===== src/pin_function_pkg.sv =====
// constants, field layouts and carriers of the shared pin function select block
// assumes a paged 32-entry management register space with the page held at entry 31
package pin_function_pkg;

    localparam int          GPIO_COUNT      = 14;
    localparam int          LED_COUNT       = 4;
    localparam int          PHY_COUNT       = 4;

    // management addresses and page values
    localparam logic [4:0]  ADDR_PAGE       = 5'h1F;
    localparam logic [4:0]  ADDR_SELECT_A   = 5'h0D;
    localparam logic [4:0]  ADDR_SELECT_B   = 5'h0E;
    localparam logic [4:0]  ADDR_INPUTS     = 5'h0F;
    localparam logic [4:0]  ADDR_RSVD_HIGH  = 5'h1E;
    localparam logic [15:0] PAGE_GENERAL    = 16'h0010;
    localparam logic [15:0] PAGE_MAIN       = 16'h0000;

    // reset values and the stored-bit mask of select b
    localparam logic [15:0] RESET_SELECT_A  = 16'h0000;
    localparam logic [15:0] RESET_SELECT_B  = 16'h2600;
    localparam logic [15:0] SELECT_B_STORED = 16'hF7FF;

    // field positions in select a
    localparam int          SCL_FIELD_LSB   = 8;
    localparam int          DETECT_FIELD_LSB = 0;

    // field positions in select b
    localparam int          HIGH_PAIR_LSB   = 14;
    localparam int          LPH_DIR_N_BIT   = 13;
    localparam int          LPH_DATA_BIT    = 12;
    localparam int          LPH_LEVEL_BIT   = 11;
    localparam int          TWI_TRI_BIT     = 10;
    localparam int          LED_TRI_BIT     = 9;
    localparam int          TPULSE_EN_BIT   = 8;
    localparam int          GPIO11_LSB      = 6;
    localparam int          GPIO10_LSB      = 4;
    localparam int          FLF_LSB         = 2;
    localparam int          SDA_LSB         = 0;

    // pin indices with a dedicated role
    localparam int          PIN_SCL_FIRST   = 4;
    localparam int          PIN_SDA         = 8;
    localparam int          PIN_FLF         = 9;

    // field codes
    localparam logic [1:0]  MODE_DEDICATED  = 2'h0;
    localparam logic [1:0]  MODE_GPIO       = 2'h3;

    typedef struct packed {
        logic        wr;
        logic        rd;
        logic [4:0]  addr;
        logic [15:0] wdata;
    } mgmt_req_type;

    typedef struct packed {
        logic [15:0]           page;
        logic [15:0]           select_a;
        logic [15:0]           select_b;
        logic [15:0]           rdata;
        logic                  rvalid;
        logic [GPIO_COUNT-1:0] pin_out;
        logic [GPIO_COUNT-1:0] pin_oe;
        logic                  lph_out;
        logic                  lph_oe;
        logic [LED_COUNT-1:0]  led_out;
        logic [LED_COUNT-1:0]  led_oe;
        logic [PHY_COUNT-1:0]  detect;
        logic                  sda_in;
        logic                  tpulse_en;
    } core_state_type;

endpackage : pin_function_pkg


===== src/pin_sync.sv =====
// two-stage synchroniser for a bank of pin levels
// assumes the inputs are asynchronous to clk_i
module pin_sync #(
    parameter int WIDTH = 15
) (
    input  wire logic             clk_i,
    input  wire logic             rst_i,
    input  wire logic [WIDTH-1:0] d_i,
    output logic      [WIDTH-1:0] q_o
);

    typedef struct packed {
        logic [WIDTH-1:0] meta;
        logic [WIDTH-1:0] held;
    } sync_state_type;

    sync_state_type cur;
    sync_state_type next_cur;

    // meta is read only by held, never by logic
    always_comb begin
        next_cur      = cur;
        next_cur.meta = d_i;
        next_cur.held = cur.meta;
    end

    always_ff @(posedge clk_i) begin
        if (rst_i) begin
            cur <= '0;
        end else begin
            cur <= next_cur;
        end
    end

    assign q_o = cur.held;

endmodule : pin_sync


===== src/shared_pin_function_select.sv =====
// global pin function select for the four-port phy: shared pin muxing and pin level readback
// assumes register 16 and 17 of the general page (output data, output enable) live elsewhere
// and arrive on gpio_drive_i / gpio_enable_i on the same clock; pins arrive asynchronously
module shared_pin_function_select (
    input  wire logic                                       clk_i,
    input  wire logic                                       rst_i,
    input  wire pin_function_pkg::mgmt_req_type             mgmt_req_i,
    output logic      [15:0]                                mgmt_rdata_o,
    output logic                                            mgmt_rvalid_o,
    input  wire logic [pin_function_pkg::GPIO_COUNT-1:0]    gpio_pin_i,
    output logic      [pin_function_pkg::GPIO_COUNT-1:0]    gpio_pin_o,
    output logic      [pin_function_pkg::GPIO_COUNT-1:0]    gpio_pin_oe_o,
    input  wire logic [pin_function_pkg::GPIO_COUNT-1:0]    gpio_drive_i,
    input  wire logic [pin_function_pkg::GPIO_COUNT-1:0]    gpio_enable_i,
    input  wire logic                                       lph_pin_i,
    output logic                                            lph_pin_o,
    output logic                                            lph_pin_oe_o,
    input  wire logic [pin_function_pkg::PHY_COUNT-1:0]     scl_level_i,
    input  wire logic                                       sda_out_i,
    input  wire logic                                       sda_oe_i,
    output logic                                            sda_in_o,
    input  wire logic                                       flf_level_i,
    output logic      [pin_function_pkg::PHY_COUNT-1:0]     fiber_signal_detect_o,
    input  wire logic [pin_function_pkg::LED_COUNT-1:0]     led_level_i,
    output logic      [pin_function_pkg::LED_COUNT-1:0]     led_pin_o,
    output logic      [pin_function_pkg::LED_COUNT-1:0]     led_pin_oe_o,
    output logic                                            time_pulse_enable_o
);

    localparam int GPIO_W = pin_function_pkg::GPIO_COUNT;

    localparam pin_function_pkg::core_state_type RESET_STATE = '{
        page:      pin_function_pkg::PAGE_MAIN,
        select_a:  pin_function_pkg::RESET_SELECT_A,
        select_b:  pin_function_pkg::RESET_SELECT_B,
        rdata:     16'h0000,
        rvalid:    1'b0,
        pin_out:   '0,
        pin_oe:    '0,
        lph_out:   1'b0,
        lph_oe:    1'b0,
        led_out:   '0,
        led_oe:    '0,
        detect:    '0,
        sda_in:    1'b1,
        tpulse_en: 1'b0
    };

    // one copy of the whole state, shared by all ports
    pin_function_pkg::core_state_type cur;
    pin_function_pkg::core_state_type next_cur;

    logic [GPIO_W:0]   synced;
    logic [GPIO_W-1:0] pin_level;
    logic              lph_level;

    // two-wire open-drain style: a high level is released when tri-state is set
    function automatic logic release_oe(input logic tri_bit, input logic level);
        release_oe = !tri_bit || !level;
    endfunction : release_oe

    // selection code of a shared pin from the two select registers
    function automatic logic [1:0] pin_code(input int idx, input logic [15:0] a, input logic [15:0] b);
        logic [1:0] code;
        code = pin_function_pkg::MODE_DEDICATED;
        if (idx < pin_function_pkg::PIN_SCL_FIRST) begin
            code = a[pin_function_pkg::DETECT_FIELD_LSB + 2 * idx +: 2];
        end else if (idx < pin_function_pkg::PIN_SDA) begin
            code = a[pin_function_pkg::SCL_FIELD_LSB + 2 * (idx - pin_function_pkg::PIN_SCL_FIRST) +: 2];
        end else if (idx == pin_function_pkg::PIN_SDA) begin
            code = b[pin_function_pkg::SDA_LSB +: 2];
        end else if (idx == pin_function_pkg::PIN_FLF) begin
            code = b[pin_function_pkg::FLF_LSB +: 2];
        end else if (idx == 10) begin
            code = b[pin_function_pkg::GPIO10_LSB +: 2];
        end else if (idx == 11) begin
            code = b[pin_function_pkg::GPIO11_LSB +: 2];
        end else begin
            code = b[pin_function_pkg::HIGH_PAIR_LSB +: 2];
        end
        pin_code = code;
    endfunction : pin_code

    // every pin level, low-power-hold included, is synchronised before use
    pin_sync #(
        .WIDTH (GPIO_W + 1)
    ) u_pin_sync (
        .clk_i (clk_i),
        .rst_i (rst_i),
        .d_i   ({lph_pin_i, gpio_pin_i}),
        .q_o   (synced)
    );

    assign pin_level = synced[GPIO_W-1:0];
    assign lph_level = synced[GPIO_W];

    // register port, pin routing and readback
    always_comb begin
        logic [1:0] code;
        logic       on_general;
        logic       twi_tri;
        logic       led_tri;
        code       = pin_function_pkg::MODE_DEDICATED;
        next_cur   = cur;
        on_general = (cur.page == pin_function_pkg::PAGE_GENERAL);
        twi_tri    = cur.select_b[pin_function_pkg::TWI_TRI_BIT];
        led_tri    = cur.select_b[pin_function_pkg::LED_TRI_BIT];

        // read answers the value from before a same-cycle write
        next_cur.rvalid = 1'b0;
        next_cur.rdata  = 16'h0000;
        if (mgmt_req_i.rd) begin
            if (mgmt_req_i.addr == pin_function_pkg::ADDR_PAGE) begin
                next_cur.rvalid = 1'b1;
                next_cur.rdata  = cur.page;
            end else if (on_general) begin
                // the reserved entries answer zero so software polling them sees no fault
                if (mgmt_req_i.addr <= pin_function_pkg::ADDR_INPUTS ||
                    mgmt_req_i.addr == pin_function_pkg::ADDR_RSVD_HIGH) begin
                    next_cur.rvalid = 1'b1;
                end
                case (mgmt_req_i.addr)
                    pin_function_pkg::ADDR_SELECT_A: begin
                        next_cur.rdata = cur.select_a;
                    end
                    pin_function_pkg::ADDR_SELECT_B: begin
                        next_cur.rdata = cur.select_b;
                        next_cur.rdata[pin_function_pkg::LPH_LEVEL_BIT] = lph_level;
                    end
                    pin_function_pkg::ADDR_INPUTS: begin
                        next_cur.rdata = {2'h0, pin_level};
                    end
                    default: begin
                        next_cur.rdata = 16'h0000;
                    end
                endcase
            end
        end

        // writes; the level bit of select b is never stored
        if (mgmt_req_i.wr) begin
            if (mgmt_req_i.addr == pin_function_pkg::ADDR_PAGE) begin
                next_cur.page = mgmt_req_i.wdata;
            end else if (on_general && mgmt_req_i.addr == pin_function_pkg::ADDR_SELECT_A) begin
                next_cur.select_a = mgmt_req_i.wdata;
            end else if (on_general && mgmt_req_i.addr == pin_function_pkg::ADDR_SELECT_B) begin
                next_cur.select_b = mgmt_req_i.wdata & pin_function_pkg::SELECT_B_STORED;
            end
        end

        // shared pins; reserved codes leave the pin floating and unused
        next_cur.detect = '0;
        next_cur.sda_in = 1'b1;
        for (int i = 0; i < GPIO_W; i++) begin
            code                = pin_code(i, cur.select_a, cur.select_b);
            next_cur.pin_out[i] = 1'b0;
            next_cur.pin_oe[i]  = 1'b0;
            if (code == pin_function_pkg::MODE_GPIO) begin
                // gpio: driven when enabled, else floating while still sampled above
                next_cur.pin_out[i] = gpio_drive_i[i];
                next_cur.pin_oe[i]  = gpio_enable_i[i];
            end else if (code == pin_function_pkg::MODE_DEDICATED) begin
                if (i < pin_function_pkg::PIN_SCL_FIRST) begin
                    next_cur.detect[i] = pin_level[i];
                end else if (i < pin_function_pkg::PIN_SDA) begin
                    next_cur.pin_out[i] = scl_level_i[i - pin_function_pkg::PIN_SCL_FIRST];
                    next_cur.pin_oe[i]  = release_oe(twi_tri,
                                          scl_level_i[i - pin_function_pkg::PIN_SCL_FIRST]);
                end else if (i == pin_function_pkg::PIN_SDA) begin
                    next_cur.pin_out[i] = sda_out_i;
                    next_cur.pin_oe[i]  = sda_oe_i && release_oe(twi_tri, sda_out_i);
                    next_cur.sda_in     = pin_level[i];
                end else if (i == pin_function_pkg::PIN_FLF) begin
                    next_cur.pin_out[i] = flf_level_i;
                    next_cur.pin_oe[i]  = 1'b1;
                end
            end
        end

        // led pins: a high level floats when tri-state is set, for pull-ups above the rail
        for (int j = 0; j < pin_function_pkg::LED_COUNT; j++) begin
            next_cur.led_out[j] = led_level_i[j];
            next_cur.led_oe[j]  = release_oe(led_tri, led_level_i[j]);
        end

        // low-power-hold pin, direction bit is active low
        next_cur.lph_oe  = !cur.select_b[pin_function_pkg::LPH_DIR_N_BIT];
        next_cur.lph_out = cur.select_b[pin_function_pkg::LPH_DATA_BIT];

        // software keeps this clear while the daisy-chain input shares the pin
        next_cur.tpulse_en = cur.select_b[pin_function_pkg::TPULSE_EN_BIT];
    end

    always_ff @(posedge clk_i) begin
        if (rst_i) begin
            cur <= RESET_STATE;
        end else begin
            cur <= next_cur;
        end
    end

    // outputs straight from the state flops
    assign mgmt_rdata_o        = cur.rdata;
    assign mgmt_rvalid_o       = cur.rvalid;
    assign gpio_pin_o          = cur.pin_out;
    assign gpio_pin_oe_o       = cur.pin_oe;
    assign lph_pin_o           = cur.lph_out;
    assign lph_pin_oe_o        = cur.lph_oe;
    assign sda_in_o            = cur.sda_in;
    assign fiber_signal_detect_o = cur.detect;
    assign led_pin_o           = cur.led_out;
    assign led_pin_oe_o        = cur.led_oe;
    assign time_pulse_enable_o = cur.tpulse_en;

endmodule : shared_pin_function_select


===== config.mk =====
export PLATFORM = sky130hd
export DESIGN_NAME = shared_pin_function_select
export DESIGN_NICKNAME = d
export VERILOG_FILES = /design/src/pin_function_pkg.sv /design/src/pin_sync.sv /design/src/shared_pin_function_select.sv
export SDC_FILE = /design/constraint.sdc
export NUM_CORES = 1
export LEC_CHECK = 0
export ABC_AREA = 1
export BUFFER_PORTS_ARGS = -buffer_cell sky130_fd_sc_hd__clkbuf_2
export CAP_MARGIN = 15
export CELL_PAD_IN_SITES_DETAIL_PLACEMENT = 1
export CELL_PAD_IN_SITES_GLOBAL_PLACEMENT = 1
export CORE_UTILIZATION = 41
export CTS_CLUSTER_SIZE = 12
export DETAILED_ROUTE_END_ITERATION = 8
export PLACE_DENSITY = 0.91
export SYNTH_ARGS = -nofsm -noshare
export SYNTH_HDL_FRONTEND = slang
export SYNTH_HIERARCHICAL = 1
export SYNTH_SLANG_ARGS = --single-unit

===== constraint.sdc =====
create_clock -name clk_i -period 2.7 [get_ports clk_i]
set_clock_uncertainty 0.2 [all_clocks]
set_input_delay 0.135 -clock clk_i [delete_from_list [all_inputs] [get_ports clk_i]]
set_output_delay 0.135 -clock clk_i [all_outputs]
set_load 0.05 [all_outputs]

# ---- Word-level counts from Yosys, hierarchy flattened
# Cells that the tools add are included.
dict set report op_classes {
  mul 0
  n_eq_ne 19
  reduce_logical 51
  div_mod_pow 0
  muxes 28
  bitwise_logic 15
  n_lt_le_gt_ge 1
  n_addsub 0
  shift 0
}
# operator count
set ops {}
lappend ops {{16-bit one-hot mux with 3 select lines} 1}
lappend ops {{17-bit two-way mux} 2}
lappend ops {{2-bit equality test, second input constant} 13}
lappend ops {{1-bit two-way mux} 25}
lappend ops {{2-bit zero test} 10}
lappend ops {{16-bit by 5-bit equality test with 1-bit output, second input constant} 1}
lappend ops {{2-bit OR reduction} 8}
lappend ops {{5-bit by 4-bit equality test with 1-bit output, second input constant} 3}
lappend ops {{1-bit inverter} 15}
lappend ops {{3-bit OR reduction} 5}
lappend ops {{1-bit zero test} 12}
lappend ops {{5-bit equality test, second input constant} 2}
lappend ops {{1-bit logical OR} 10}
lappend ops {{5-bit by 4-bit less-or-equal comparator with 1-bit output, second input constant} 1}
lappend ops {{4-bit AND reduction} 1}
lappend ops {{1-bit logical AND} 3}
lappend ops {{3-bit AND reduction} 1}
lappend ops {{2-bit AND reduction} 1}
dict set report word_totals {
  memories 0
  rom_bits 0
  ramBits 0
  register_bits 138
  word_cells 147
  latchBits 0
  input_bits 79
}

# ---- Depth between registers and ports, before layout
dict set report depth {
  word_depth 5
  mapped_depth 10
  depth_no_buf 9
}

# ---- Hierarchy
# Netlist, hierarchy kept.
# mod seq_area_each_um2 area_per_inst_um2 cells_per_inst n_inst
set modules_own_cells {}
lappend modules_own_cells {shared_pin_function_select 2162.1 4775.8 666 1}
lappend modules_own_cells {pin_sync 600.6 972.2 108 1}

# ---- Least setup slack after synthesis
# No wires, ideal clock.
dict set report synth_path {
  path_type {reg2reg}
  from {register cur[99] (netlist bit)}
  to {register cur[92] (netlist bit)}
  n_path_buf 1
  t_arrival_ns 1.186
  required_time_ns 2.387
  path_stages_with_launch 10
  setup_slack_ns 1.201
  cell_sequence {dfxtp_1 -> nor2_1 -> nand2_1 -> nor2_2 -> nand2_2 -> nor2_4 -> buf_2 -> nand3_1 -> nand2_1 -> nor2_1}
}
dict set report synth_between {
  elab_chain_cells 3
}
# element line
set synth_rtl {}
lappend synth_rtl {{start, declared} shared_pin_function_select.sv:50} ;# pin_function_pkg::core_state_type cur;
lappend synth_rtl {{start signal, assigned} shared_pin_function_select.sv:198} ;# cur <= next_cur;
lappend synth_rtl {{16-bit by 5-bit equality test with 1-bit output} shared_pin_function_select.sv:105} ;# on_general = (cur.page == pin_function_pkg::PAGE_GENERAL);
lappend synth_rtl {{1-bit logical AND} shared_pin_function_select.sv:144} ;# end else if (on_general && mgmt_req_i.addr == pin_function_pkg::ADDR_SELECT_A) begin
lappend synth_rtl {{3-bit AND reduction (no source line)} n/a}
# Every way passes these cells.
# A chain may end at the register's enable or synchronous reset.

# ---- Final worst setup path
dict set report layout_path {
  from {input port mgmt_req_i[20] (netlist bit)}
  to {register cur, in the netlist mgmt_rdata_o[9]}
}
dict set report layout_between {
  elab_chain_cells 4
  elab_cells_between_ends 7
  cone_classes {4 x eq/ne; 3 x mux}
}
# element line
set layout_rtl {}
lappend layout_rtl {{start, declared} shared_pin_function_select.sv:7} ;# input wire pin_function_pkg::mgmt_req_type mgmt_req_i,
lappend layout_rtl {{5-bit by 4-bit equality test with 1-bit output} shared_pin_function_select.sv:122} ;# case (mgmt_req_i.addr)
lappend layout_rtl {{16-bit one-hot mux with 3 select lines} shared_pin_function_select.sv:122}
lappend layout_rtl {{17-bit two-way mux} shared_pin_function_select.sv:116} ;# end else if (on_general) begin
lappend layout_rtl {{17-bit two-way mux *} shared_pin_function_select.sv:113} ;# if (mgmt_req_i.addr == pin_function_pkg::ADDR_PAGE) begin
# Mark *: on every way between the ends. The rest lies on a longest branch, timed or not.

==> metrics <==
run status finished, violations left; failing checks DRC; H-tree Lvls 4; Pins Over Slew Limit 0; vias in the first global route 5998; Clock Latency Late Sink 0.43 ns; postcts setup bufs 0; area share of the largest cell type after synthesis 48.1%; fmax 471 MHz; initial DRC count 447; unrepaired setup endpoints after global routing false; GPL Wtd Cong 0.824; most frequent cell after synthesis dfxtp_1; clock sink count 138; average cell area after synthesis 7.43 µm²; Post-CTS Resized 0; largest net degree at the start of global routing 56; LEAKAGE 3.60 nW; CP endpoint kind flip-flop; post-route core utilization 55.3%; period utilisation layout 78.6%; Initial Util 42.7%; Port Buf Inserts 139; CTS Buffer Depth 2; post-synthesis sequential area ratio 48.1%; n_diodes 0; largest area contributor in the netlist dfxtp_1; distinct cell type count of the synthesized netlist 24; Clock transition at path regs 0.05 ns; reg2reg setup slack 0.63 ns; Slew headroom 46.7%; Synth Instances 774; Root Driver clkbuf_16; Cell Pwr Density 700 mW/mm²; first-pass GRT wire length 33400 µm; die area 0.0145 mm²; Finished Cell Area 0.00744 mm²; highest ir drop seen on vdd 0.000460 V; layout cells sized above 1 20.7%; crit path time final 2.12 ns; NumNets Final 993; number of synthesized flops with an enable pin 0; final setup fails 0; Critical Path Most Common Cell nand2_1; Worst Setup Start Kind input port; FP Rows 42; Area Growth Syn to Fin 29.4%; critical path's slowest cell dlygate4sd3_1; power consumption 5.20 mW; Mapped Nets 853; CP max stage delay 0.54 ns; critical path class input port to flip-flop; chip width 120 µm; Synth Register Bits 138; max-cap violation count 0; Synth top cells by count 138 x dfxtp_1, 135 x nand2_1, 128 x nor2_1, 105 x inv_1, 81 x nand3_1; core area 0.0135 mm²; via count 5564; Vias/cell 5.04; Area contributors post-synth dfxtp_1 48%, buf_4 9.5%, nand2_1 8.8%; Slew @ Worst Pin 0.797 ns; Setup TNS 0 ns; critical-path maximum fanout 14; 1st-pass router iterations 7; crit-path cells dlygate4sd3_1 -> clkbuf_2 -> nor2_1 -> nand2_2 -> inv_1 -> nand2_1 -> nand3_1 -> nand2_1 -> a21oi_1; DRC 1; dpl hpwl 11400 µm; Synth async-reset ratio 0%; CTS buffer count 17; Chip Height 120 µm; cells on worst reg2reg path 8; total of fill cells in the finished design 1720; total track usage 30.7%; average routed wire per standard cell 19.1 µm; initial antenna violation count 0; synthesized area 0.00575 mm²; io pins 140; HP Class input port to flip-flop; worst path required time 2.84 ns; Yosys warnings 6; DRT antenna net count 0; Hold Path Stages 3; grt ovf 0; Placement Cell Area 0.00600 mm²; Post-synth top flop dfxtp_1; crit path DAT 2.26 ns; detailed-route wire length 21000 µm; CTS tree built; Final Hold Viols 0
-- metal layers --
metal	share of wire, %	vias to the layer above	routed length (µm)	GRT usage (%)
li1	-	2574	-	-
met1	40	2679	8340	35.9
met2	50	246	10600	52.4
met3	6.3	65	1330	7.45
met4	3.6	0	750	14.8
met5	0	-	0	0
-- cell families (layout without fill, tap and decap cells) --
family,after synthesis,in the layout,synth area share (%)
flops,138,138,48.1
simple gates,362,362,26.8
compound gates,66,66,5.79
buf+inv,208,361,19.3
-- registers in the layout (all words and copies together), names as in the netlist, 4 cells and up --
register / cells
cur: 47
led_pin_o: 4
u_pin_sync/q_o: 15
u_pin_sync/cur: 15
gpio_pin_o: 14
mgmt_rdata_o: 16
gpio_pin_oe_o: 14
fiber_signal_detect_o: 4
led_pin_oe_o: 4
-- worst paths after layout --
check	from	to
worst max-delay path	mgmt_req_i[20]	mgmt_rdata_o[9]
worst min register to register	u_pin_sync/cur[15]	u_pin_sync/q_o[0]
worst max register to register	cur[97]	cur[78]
worst min-delay path	rst_i	u_pin_sync/cur[26]
-- timing repair --
item	in CTS	in global routing
endpoints found under the setup margin	0	0
endpoints found under the hold margin	99	0
hold buffers	76	0
-- where the power goes --
part | internal [mW] | switching, mW | total, mW | leakage, nW
Combinational | 0.162 | 0.248 | 0.410 | 2.15
Sequential | 2.08 | 0.0181 | 2.10 | 1.12
Clock | 1.78 | 0.919 | 2.70 | 0.326
-- worst max-delay path: cells and delay by family --
family                 cells  cell delay, ns
AND/OR/NAND/NOR            5            0.76
buffers and inverters      3            1.20
AO/OA/AOI/OAI              1            0.15
-- stage by stage --
stage	setup slack, ns	hold WS (ns)	std cells
detailed placement	0.699	0.133	995
finish	0.577	0.0990	1103
CTS	0.686	0.0439	1103
floorplan	1.20	0.0309	774
global route	0.510	0.116	1103
global placement	0.828	0.132	995
-- layout by cell type, fill, tap and decap left out, drive strengths merged --
cell type,netlist,routed
a21oi,49,49
and2,1,1
buf,91,5
bufinv,0,6
clkbuf,8,159
clkinv,0,4
clkinvlp,0,2
dfxtp,138,138
dlygate4sd3,0,76
inv,109,109
nand2,140,140
nand3,82,82
nor2,132,132
nor3,6,6
o21ai,15,15
o22ai,2,2
or2,1,1
-- layout make-up --
cell class,instances,area (µm²),area share (%)
Tap cell,176,220,2.96
Sequential cell,138,2760,37.2
Inverter,109,409,5.50
Clock inverter,12,219,2.94
Clock buffer,20,457,6.14
Timing Repair Buffer,220,1490,20.1
Multi-Input combinational cell,428,1870,25.2
Note: power is estimated with default switching activity, not from simulation.
